===== src/dual_timer_pkg.sv =====
// constants, field layouts and state record for the dual timer block
// assumes a 32-bit APB slave port clocked by pclk at 100 MHz
`default_nettype none

package dual_timer_pkg;

	localparam int CNT_W = 16;
	localparam int PS_W  = 5;
	localparam int SEL_W = 3;
	localparam int AW    = 12;
	localparam int DW    = 32;

	// register byte offsets, one aligned word each
	localparam logic [AW-1:0] OFS_PRESCALE  = 12'h000;
	localparam logic [AW-1:0] OFS_CLK_SEL   = 12'h004;
	localparam logic [AW-1:0] OFS_CNT_ONE   = 12'h008;
	localparam logic [AW-1:0] OFS_CNT_TWO   = 12'h00C;
	localparam logic [AW-1:0] OFS_RELOAD_A  = 12'h010;
	localparam logic [AW-1:0] OFS_RELOAD_B  = 12'h014;
	localparam logic [AW-1:0] OFS_MODE_CTL  = 12'h018;
	localparam logic [AW-1:0] OFS_IRQ_EN    = 12'h01C;
	localparam logic [AW-1:0] OFS_PENDING   = 12'h020;
	localparam logic [AW-1:0] OFS_PEND_CLR  = 12'h024;

	// clock select field layout and codes
	localparam int SEL1_LSB = 0;
	localparam int SEL2_LSB = 3;
	localparam logic [SEL_W-1:0] CSEL_STOP     = 3'h0;
	localparam logic [SEL_W-1:0] CSEL_PRESCALE = 3'h1;
	localparam logic [SEL_W-1:0] CSEL_SLOW     = 3'h4;

	// mode control field positions
	localparam int MODE_LSB     = 0;
	localparam int PIN_ACT_BIT  = 2;
	localparam int CAP_RISE_BIT = 3;
	localparam int PIN_INIT_BIT = 4;

	// pending / enable bit positions
	localparam int EV_A = 0;
	localparam int EV_B = 1;
	localparam int EV_C = 2;
	localparam int EV_D = 3;
	localparam int EV_N = 4;

	localparam logic [CNT_W-1:0] CNT_ONES   = 16'hFFFF;
	localparam logic [CNT_W-1:0] CNT_ZERO   = 16'h0000;
	localparam logic [CNT_W-1:0] CNT_STEP   = 16'h0001;
	localparam logic [PS_W-1:0]  PS_ZERO    = 5'h00;
	localparam logic [PS_W-1:0]  PS_STEP    = 5'h01;
	localparam logic [CNT_W-1:0] RELOAD_RST = 16'h0000;
	localparam logic [DW-1:0]    DATA_ZERO  = 32'h00000000;

	typedef enum logic [1:0] {
		MODE_IDLE,
		MODE_PWM,
		MODE_CAPTURE,
		MODE_RESERVED
	} mode_t;

	typedef struct packed {
		logic          psel;
		logic          penable;
		logic          pwrite;
		logic [AW-1:0] paddr;
		logic [DW-1:0] pwdata;
	} apb_req_t;

	typedef struct packed {
		logic [PS_W-1:0]  prescale_div;
		logic [PS_W-1:0]  prescale_cnt;
		logic [SEL_W-1:0] clk_sel1;
		logic [SEL_W-1:0] clk_sel2;
		logic [CNT_W-1:0] first_counter;
		logic [CNT_W-1:0] second_counter;
		logic [CNT_W-1:0] reload_capture_a;
		logic [CNT_W-1:0] reload_capture_b;
		mode_t            mode;
		logic             pin_act_en;
		logic             cap_rising;
		logic             pin_initial_level;
		logic [EV_N-1:0]  irq_en;
		logic [EV_N-1:0]  pending;
		logic             use_b;
		logic             slow_meta;
		logic             slow_sync;
		logic             slow_prev;
		logic             pin_prev;
		logic             pin_level;
		logic             pin_oe;
		logic             pready;
		logic [DW-1:0]    prdata;
		logic             pslverr;
		logic             irq_timer1;
		logic             irq_timer2;
	} state_t;

endpackage

`default_nettype wire


===== src/dual_timer_pwm_capture.sv =====
// dual 16-bit down-counting timer: PWM and input capture modes
// assumes APB master on pclk, pin input and slow clock as plain inputs
`default_nettype none
`timescale 1ns/1ps

// Overview of operation
// - two counters, two reload/capture registers
// - each counter picks stop, prescaled, slow clock
// - prescaler divides system clock by divisor+1
// - reset clears prescale divisor and counter
// - slow clock synchronised before clocking counters
// - counters hold while system clock stops
// - counters disabled after reset until programmed
// - PWM reloads alternately from A then B
// - restart after select 000 or leaving PWM reloads first from A
// - PWM toggle inverts pin per underflow
// - PWM sets A on A-reload, B on B-reload
// - second counter underflow sets event D
// - capture edge copies first counter into A
// - capture preset loads all ones after copy
// - capture mode events: edge A, underflow C
// - select codes 000 stop, 001 prescale, 100 slow
// - select 001 or 100 starts counter; reset clears selects
// - pin starts at software initial-level bit
module dual_timer_pwm_capture (
	input  wire logic                     pclk,
	input  wire logic                     presetn,
	input  wire dual_timer_pkg::apb_req_t apb_req,
	output logic                          pready,
	output logic [dual_timer_pkg::DW-1:0] prdata,
	output logic                          pslverr,
	input  wire logic                     slow_clk,
	input  wire logic                     timer_io_pin_in,
	output logic                          timer_io_pin_out,
	output logic                          timer_io_pin_oe,
	output logic                          irq_timer1,
	output logic                          irq_timer2
);

	dual_timer_pkg::state_t q;
	dual_timer_pkg::state_t d;

	logic                                slow_tick;
	logic                                pre_tick;
	logic                                tick1;
	logic                                tick2;
	logic                                pwm;
	logic                                cap;
	logic                                active;
	logic                                stop1;
	logic                                cap_evt;
	logic                                rd_phase;
	logic                                wr_en;
	logic                                mapped;
	logic [dual_timer_pkg::EV_N-1:0]     ev_set;
	logic [dual_timer_pkg::EV_N-1:0]     ev_clr;
	logic [dual_timer_pkg::DW-1:0]       rd_val;

	// reserved select codes act as no clock
	function automatic logic sel_tick(
		input logic [dual_timer_pkg::SEL_W-1:0] sel,
		input logic                             pre,
		input logic                             slow
	);
		logic t;
		t = 1'b0;
		case (sel)
			dual_timer_pkg::CSEL_PRESCALE: t = pre;
			dual_timer_pkg::CSEL_SLOW:     t = slow;
			default:                       t = 1'b0;
		endcase
		return t;
	endfunction

	always_comb begin
		d       = q;
		ev_set  = '0;
		ev_clr  = '0;
		rd_val  = dual_timer_pkg::DATA_ZERO;
		mapped  = 1'b1;

		// slow clock: meta flop feeds only the sync flop
		d.slow_meta = slow_clk;
		d.slow_sync = q.slow_meta;
		d.slow_prev = q.slow_sync;
		slow_tick   = q.slow_sync & ~q.slow_prev;

		// prescaler: tick every divisor+1 system clocks
		// a new divisor is picked up at the next reload, no short tick
		pre_tick = (q.prescale_cnt == dual_timer_pkg::PS_ZERO);
		if (pre_tick) begin
			d.prescale_cnt = q.prescale_div;
		end else begin
			d.prescale_cnt = q.prescale_cnt - dual_timer_pkg::PS_STEP;
		end

		tick1  = sel_tick(q.clk_sel1, pre_tick, slow_tick);
		tick2  = sel_tick(q.clk_sel2, pre_tick, slow_tick);
		pwm    = (q.mode == dual_timer_pkg::MODE_PWM);
		cap    = (q.mode == dual_timer_pkg::MODE_CAPTURE);
		active = pwm | cap;
		stop1  = (q.clk_sel1 == dual_timer_pkg::CSEL_STOP);

		// first counter
		if (active && tick1) begin
			if (q.first_counter == dual_timer_pkg::CNT_ZERO) begin
				if (pwm) begin
					if (q.use_b) begin
						d.first_counter = q.reload_capture_b;
						ev_set[dual_timer_pkg::EV_B] = 1'b1;
					end else begin
						d.first_counter = q.reload_capture_a;
						ev_set[dual_timer_pkg::EV_A] = 1'b1;
					end
					d.use_b = ~q.use_b;
					if (q.pin_act_en) begin
						d.pin_level = ~q.pin_level;
					end
				end else begin
					d.first_counter = dual_timer_pkg::CNT_ONES;
					ev_set[dual_timer_pkg::EV_C] = 1'b1;
				end
			end else begin
				d.first_counter = q.first_counter - dual_timer_pkg::CNT_STEP;
			end
		end

		// select 000 or left PWM: next start reloads from A first
		if (!pwm || stop1) begin
			d.use_b = 1'b0;
		end
		// pin parks at initial level until the toggling runs
		if (!pwm || stop1 || !q.pin_act_en) begin
			d.pin_level = q.pin_initial_level;
		end
		d.pin_oe = pwm & q.pin_act_en;

		// capture: pin taken as synchronous, one level per clock min
		// limitation: enable drops a cycle after leaving PWM, so the
		// last driven level can read as one capture edge
		d.pin_prev = timer_io_pin_in;
		cap_evt = cap & (q.cap_rising ?
			(timer_io_pin_in & ~q.pin_prev) :
			(~timer_io_pin_in & q.pin_prev));
		if (cap_evt) begin
			d.reload_capture_a = q.first_counter;
			ev_set[dual_timer_pkg::EV_A] = 1'b1;
			// preset shares the pin action bit with the PWM toggle
			if (q.pin_act_en) begin
				d.first_counter = dual_timer_pkg::CNT_ONES;
			end
		end

		// second counter: general timer in both modes
		if (active && tick2) begin
			if (q.second_counter == dual_timer_pkg::CNT_ZERO) begin
				d.second_counter = dual_timer_pkg::CNT_ONES;
				ev_set[dual_timer_pkg::EV_D] = 1'b1;
			end else begin
				d.second_counter = q.second_counter - dual_timer_pkg::CNT_STEP;
			end
		end

		// APB: first access cycle registers the answer
		// the write waits for the edge at which the master sees pready
		rd_phase = apb_req.psel & apb_req.penable & ~q.pready;
		wr_en    = apb_req.psel & apb_req.penable & apb_req.pwrite & q.pready;
		case (apb_req.paddr)
			dual_timer_pkg::OFS_PRESCALE:
				rd_val[dual_timer_pkg::PS_W-1:0] = q.prescale_div;
			dual_timer_pkg::OFS_CLK_SEL: begin
				rd_val[dual_timer_pkg::SEL1_LSB +: dual_timer_pkg::SEL_W] =
					q.clk_sel1;
				rd_val[dual_timer_pkg::SEL2_LSB +: dual_timer_pkg::SEL_W] =
					q.clk_sel2;
			end
			dual_timer_pkg::OFS_CNT_ONE:
				rd_val[dual_timer_pkg::CNT_W-1:0] = q.first_counter;
			dual_timer_pkg::OFS_CNT_TWO:
				rd_val[dual_timer_pkg::CNT_W-1:0] = q.second_counter;
			dual_timer_pkg::OFS_RELOAD_A:
				rd_val[dual_timer_pkg::CNT_W-1:0] = q.reload_capture_a;
			dual_timer_pkg::OFS_RELOAD_B:
				rd_val[dual_timer_pkg::CNT_W-1:0] = q.reload_capture_b;
			dual_timer_pkg::OFS_MODE_CTL: begin
				rd_val[dual_timer_pkg::MODE_LSB +:
					$bits(dual_timer_pkg::mode_t)] = q.mode;
				rd_val[dual_timer_pkg::PIN_ACT_BIT]   = q.pin_act_en;
				rd_val[dual_timer_pkg::CAP_RISE_BIT]  = q.cap_rising;
				rd_val[dual_timer_pkg::PIN_INIT_BIT]  = q.pin_initial_level;
			end
			dual_timer_pkg::OFS_IRQ_EN:
				rd_val[dual_timer_pkg::EV_N-1:0] = q.irq_en;
			dual_timer_pkg::OFS_PENDING:
				rd_val[dual_timer_pkg::EV_N-1:0] = q.pending;
			dual_timer_pkg::OFS_PEND_CLR:
				rd_val = dual_timer_pkg::DATA_ZERO;
			default:
				mapped = 1'b0;
		endcase

		d.pready = rd_phase;
		if (rd_phase) begin
			d.prdata  = apb_req.pwrite ? dual_timer_pkg::DATA_ZERO : rd_val;
			d.pslverr = ~mapped;
		end

		// software writes other than the pending clear land after hardware updates and win
		if (wr_en) begin
			case (apb_req.paddr)
				dual_timer_pkg::OFS_PRESCALE:
					d.prescale_div = apb_req.pwdata[dual_timer_pkg::PS_W-1:0];
				dual_timer_pkg::OFS_CLK_SEL: begin
					d.clk_sel1 = apb_req.pwdata[dual_timer_pkg::SEL1_LSB +:
						dual_timer_pkg::SEL_W];
					d.clk_sel2 = apb_req.pwdata[dual_timer_pkg::SEL2_LSB +:
						dual_timer_pkg::SEL_W];
				end
				dual_timer_pkg::OFS_CNT_ONE:
					d.first_counter =
						apb_req.pwdata[dual_timer_pkg::CNT_W-1:0];
				dual_timer_pkg::OFS_CNT_TWO:
					d.second_counter =
						apb_req.pwdata[dual_timer_pkg::CNT_W-1:0];
				dual_timer_pkg::OFS_RELOAD_A:
					d.reload_capture_a =
						apb_req.pwdata[dual_timer_pkg::CNT_W-1:0];
				dual_timer_pkg::OFS_RELOAD_B:
					d.reload_capture_b =
						apb_req.pwdata[dual_timer_pkg::CNT_W-1:0];
				dual_timer_pkg::OFS_MODE_CTL: begin
					d.mode = dual_timer_pkg::mode_t'(
						apb_req.pwdata[dual_timer_pkg::MODE_LSB +:
						$bits(dual_timer_pkg::mode_t)]);
					d.pin_act_en = apb_req.pwdata[dual_timer_pkg::PIN_ACT_BIT];
					d.cap_rising = apb_req.pwdata[dual_timer_pkg::CAP_RISE_BIT];
					d.pin_initial_level =
						apb_req.pwdata[dual_timer_pkg::PIN_INIT_BIT];
				end
				dual_timer_pkg::OFS_IRQ_EN:
					d.irq_en = apb_req.pwdata[dual_timer_pkg::EV_N-1:0];
				dual_timer_pkg::OFS_PEND_CLR:
					ev_clr = apb_req.pwdata[dual_timer_pkg::EV_N-1:0];
				default: ;
			endcase
		end

		// sticky pending; a same-cycle event beats the clear
		d.pending = (q.pending & ~ev_clr) | ev_set;
		d.irq_timer1 = |(d.pending[dual_timer_pkg::EV_C:dual_timer_pkg::EV_A]
			& d.irq_en[dual_timer_pkg::EV_C:dual_timer_pkg::EV_A]);
		d.irq_timer2 = d.pending[dual_timer_pkg::EV_D]
			& d.irq_en[dual_timer_pkg::EV_D];
	end

	// no clock means no edge: counters simply hold while it is stopped
	always_ff @(posedge pclk or negedge presetn) begin
		if (!presetn) begin
			// every field named: outputs and flags come up quiet
			q.prescale_div      <= dual_timer_pkg::PS_ZERO;
			q.prescale_cnt      <= dual_timer_pkg::PS_ZERO;
			q.clk_sel1          <= dual_timer_pkg::CSEL_STOP;
			q.clk_sel2          <= dual_timer_pkg::CSEL_STOP;
			q.first_counter     <= dual_timer_pkg::CNT_ZERO;
			q.second_counter    <= dual_timer_pkg::CNT_ZERO;
			q.reload_capture_a  <= dual_timer_pkg::RELOAD_RST;
			q.reload_capture_b  <= dual_timer_pkg::RELOAD_RST;
			q.mode              <= dual_timer_pkg::MODE_IDLE;
			q.use_b             <= 1'b0;
			q.pin_act_en        <= 1'b0;
			q.cap_rising        <= 1'b0;
			q.pin_initial_level <= 1'b0;
			q.irq_en            <= '0;
			q.pending           <= '0;
			q.slow_meta         <= 1'b0;
			q.slow_sync         <= 1'b0;
			q.slow_prev         <= 1'b0;
			q.pin_prev          <= 1'b0;
			q.pin_level         <= 1'b0;
			q.pin_oe            <= 1'b0;
			q.pready            <= 1'b0;
			q.prdata            <= dual_timer_pkg::DATA_ZERO;
			q.pslverr           <= 1'b0;
			q.irq_timer1        <= 1'b0;
			q.irq_timer2        <= 1'b0;
		end else begin
			q <= d;
		end
	end

	assign pready           = q.pready;
	assign prdata           = q.prdata;
	assign pslverr          = q.pslverr;
	assign timer_io_pin_out = q.pin_level;
	assign timer_io_pin_oe  = q.pin_oe;
	assign irq_timer1       = q.irq_timer1;
	assign irq_timer2       = q.irq_timer2;

endmodule

`default_nettype wire


===== config.mk =====
export PLATFORM = sky130hd
export DESIGN_NAME = dual_timer_pwm_capture
export DESIGN_NICKNAME = d
export VERILOG_FILES = /design/src/dual_timer_pkg.sv /design/src/dual_timer_pwm_capture.sv
export SDC_FILE = /design/constraint.sdc
export NUM_CORES = 1
export LEC_CHECK = 0
export BUFFER_PORTS_ARGS = -buffer_cell sky130_fd_sc_hd__buf_4
export CORE_MARGIN = 2
export CORE_UTILIZATION = 30
export DETAILED_ROUTE_END_ITERATION = 7
export SYNTH_ARGS = -nofsm -noshare
export SYNTH_HDL_FRONTEND = slang
export SYNTH_SLANG_ARGS = --single-unit

===== constraint.sdc =====
create_clock -name pclk -period 5.7 [get_ports pclk]
set_input_delay 0.285 -clock pclk [delete_from_list [all_inputs] [get_ports pclk]]
set_output_delay 0.285 -clock pclk [all_outputs]
set_load 0.1 [all_outputs]

==> results.py <==
metrics = {
    "run_status": {
        "outcome": "completed",
    },
    "setup_path": {
        "timing.critical_path.slowest_stage_cell": "nor4_1",
        "cpPeakStageDelay_ns": 0.91,
        "critical_path_required_ns": 6.04,
        "rr_startpoint": "q[104]",
        "worstSetupPathType": "flop to flop",
        "cp-startpoint": "q[104]",
        "timing.critical_path.cells": "inv_1, ha_1, or4b_1, nor4_1, buf_4, nand2b_1, xor2_1, o21ai_0",
        "worstSetupEndpointType": "flop",
        "critical_path_arrival_ns": 3.39,
        "worst-path-max-fanout": 8,
        "worst_setup_path_start_kind": "flop",
    },
    "sta": {
        "final_critical_delay_including_setup_and_external_delays_ns": 3.06,
        "rsz0062_at_grt": "no",
        "worst_pin_slew_ns": 1.24,
        "post-route-period-util": 0.536,
        "hold_ws_ns": 0.0307,
        "fmax_ghz": 0.327,
        "slew_headroom": 0.171,
        "finalHoldViolations": 0,
        "setup_viol": 0,
        "setup_total_negative_slack_ns": 0,
        "clock_skew_ns": 0.00646,
        "drv_slew": 0,
    },
    "routing": {
        "per_cell_routed_wire_length_um": 19.5,
        "drt_drc_violations_left": 0,
        "totalWireLength_mm": 21.4,
        "avgViaCountPerCell": 5.46,
        "firstDrtPassIters": 5,
        "initialDrtViolationCount": 480,
        "dr_total_vias": 6005,
        "ant_nets": 0,
    },
    "power_and_ir_drop": {
        "power.switching_uw": 562,
        "p_sw_frac": 0.261,
        "combPwrFrac": 0.101,
        "max-vdd-ir-drop_v": 0.000201,
        "pwr_density_cell_nw_per_um2": 260,
        "share_clk_of_total_power": 0.483,
        "internal_power_mw": 1.59,
        "pwr-share-seq": 0.416,
        "static_leak_nw": 3.43,
    },
    "global_routing": {
        "grt_pass1_vias": 6036,
        "grt_most_used_layer": "met2",
        "grt_start_max_net_pins": 77,
        "globalRouteMet3Util": 0.0397,
        "groute.layer.met2.usage": 0.295,
        "grt_use_met1": 0.241,
        "grt_first_pass_wirelength_mm": 34.6,
        "globalRouteTotalUtil": 0.182,
        "total_overflow_reported_by_the_global_router": 0,
        "grt_antenna_before_repair": 0,
    },
    "synth": {
        "synth.avg_cell_area_um2": 9.56,
        "leading_area_contributor_after_synthesis": "dfrtp_1",
        "syn-instance-count": 748,
        "synth.yosys.warnings": 0,
        "synth-main-ff-cell": "dfrtp_1",
        "synth_top_area_share": 0.420,
        "synth_enable_flop_cells": 0,
        "netlist_top_cells_area": "dfrtp_1 (42%), mux2i_1 (5.3%), mux2_2 (4.9%), a22oi_1 (3.5%), buf_4 (3.4%)",
        "synth_area_um2": 7150,
        "synth_sequential_area_ratio": 0.420,
        "netlist-cell-type-count": 76,
        "async_reset_ff_frac": 1.00,
        "synth_seq_cells": 120,
    },
    "finish": {
        "layout.filler_cells": 2382,
        "mostFrequentLayoutCell": "dfrtp_1",
        "layout_common_cells": "dfrtp_1 (120), buf_4 (67), nand2_1 (63)",
        "num-nets-final": 826,
        "area_growth_syn_to_layout_pct": 15.8,
        "final_layout_size_suffix_gt1_frac": 0.202,
        "num_antenna_cells": 0,
        "fin_area_um2": 8280,
    },
    "placed_design": {
        "globalplace.congestion": 0.903,
        "dpl.hpwl_mm": 14.9,
        "port_buffers": 56,
        "detailed_place.area_um2": 7700,
    },
    "clock_network": {
        "cts_buf_count": 17,
        "clock_tree_from_tritoncts": "yes",
        "clock_latency_ns": 0.42,
        "clock_sinks": 120,
        "post_cts.resized_instances": 0,
        "htree_levels": 4,
        "post_cts_hold_buffer_count": 2,
        "cts.root.buffer_cell": "clkbuf_16",
        "clkTransAtPathRegs_ns": 0.06,
        "clock_tree.buffer_depth": 2,
        "post-cts-setup-buffer-count": 0,
    },
    "die": {
        "floorplan.io_pins": 89,
        "floorplan.die_area_um2": 25100,
        "initial_utilization": 0.306,
        "die-width_um": 158,
        "dieHeight_um": 158,
        "placementRows": 56,
        "floorplan.core_area_um2": 23400,
    },
    "min_path": {
        "class_of_the_worst_hold_path": "primary input to async pin",
    },
    "job": {
        "max_cap_violations": 0,
    },
}
[layout make-up]
type / count / area [µm²] / share of cell area
inverters: 18 / 67.6 / 0.00816
well taps: 319 / 399 / 0.0482
clock buffers: 22 / 454 / 0.0549
flip-flops and latches: 120 / 3000 / 0.363
repair buffers: 69 / 523 / 0.0632
clock inverters: 10 / 103 / 0.0124
multi-input cells: 542 / 3730 / 0.451
[power by group through the flow]
stage	Clock, mW	Sequential [mW]	Combinational, mW
floorplan	0	0.916	0.141
global placement	0	0.908	0.215
finish	1.04	0.895	0.218
CTS	1.06	0.895	0.221
global route	1.09	0.900	0.240
detailed placement	0	0.910	0.218
[per-stage QoR]
| step | power, mW | instances | setup WS (ns) | util |
|---|---|---|---|---|
| after global routing | 2.23 | 1100 | 2.29 | 0.354 |
| after CTS | 2.17 | 1100 | 2.63 | 0.354 |
| after global placement | 1.12 | 1066 | 2.64 | 0.329 |
| after floorplan | 1.06 | 763 | 3.12 | - |
| final | 2.15 | 1100 | 2.64 | 0.354 |
| after detailed placement | 1.13 | 1066 | 2.64 | 0.329 |
[cell usage after synthesis, drive strengths merged (3+ instances only)]
library cell	number
nand2	63
nor4	23
a22o	10
inv	18
o21ai	43
nor2b	4
or3	9
o21a	3
xnor2	7
xor2	9
a22oi	33
a31o	3
nor2	48
mux2	31
dfrtp	120
and3	4
a211oi	6
and2	3
or4	11
nor4bb	3
a31oi	9
o31ai	3
ha	7
a32oi	6
a21boi	4
clkbuf	34
nor4b	5
or4b	7
or2	7
nand3	13
nor3	17
buf	49
mux2i	38
nand4	7
a21oi	34
nand3b	7
nand2b	3
o22ai	11
[layer usage]
layer	vias up	part of all wire	routed length [µm]
met1	2997	0.45	9550
li1	2779	-	-
met4	0	0.018	396
met2	197	0.47	10200
met3	32	0.062	1330
met5	-	0	0
[state kept, by name, summed over array words and instances, names as in the netlist]
name	count
d	2
irq_timer1	1
irq_timer2	1
prdata	16
pready	1
pslverr	1
q	96
timer_io_pin_oe	1
timer_io_pin_out	1
[cell families (layout without fill, tap and decap cells)]
group | count (synthesis) | count (layout) | share of synthesized area
AOI/OAI and AO/OA | 189 | 189 | 0.178
xor gates and xnor gates | 16 | 16 | 0.0196
adders and majority gates | 7 | 7 | 0.0122
buffers and inverters | 101 | 119 | 0.0733
DFF | 120 | 120 | 0.420
muxes | 71 | 71 | 0.108
other | 1 | 16 | 0.000524
and+or+nand+nor | 243 | 243 | 0.188
[final timing paths]
path / to / slack (ns) / depth (start not counted)
worst min-delay path: q[129] / 0.03 / 1
worst max-delay path: timer_io_pin_out / 2.64 / 8
max in group asynchronous: prdata[13] / 4.45 / 2
worst max register to register: timer_io_pin_out / 2.64 / 8
worst min register to register: d[39] / 0.35 / 0
min in group pclk: prdata[5] / 0.08 / 2
[critical path: cells and delay by family, from the launching register on]
family	cells	cell delay, ns
buffers and inverters	2	0.42
xor gates and xnor gates	1	0.15
and+or+nand+nor	3	1.60
adders and majority gates	1	0.18
AOI/OAI and AO/OA	1	0.16
DFF	1	0.46
No activity file was read; power rests on OpenSTA's default activity.
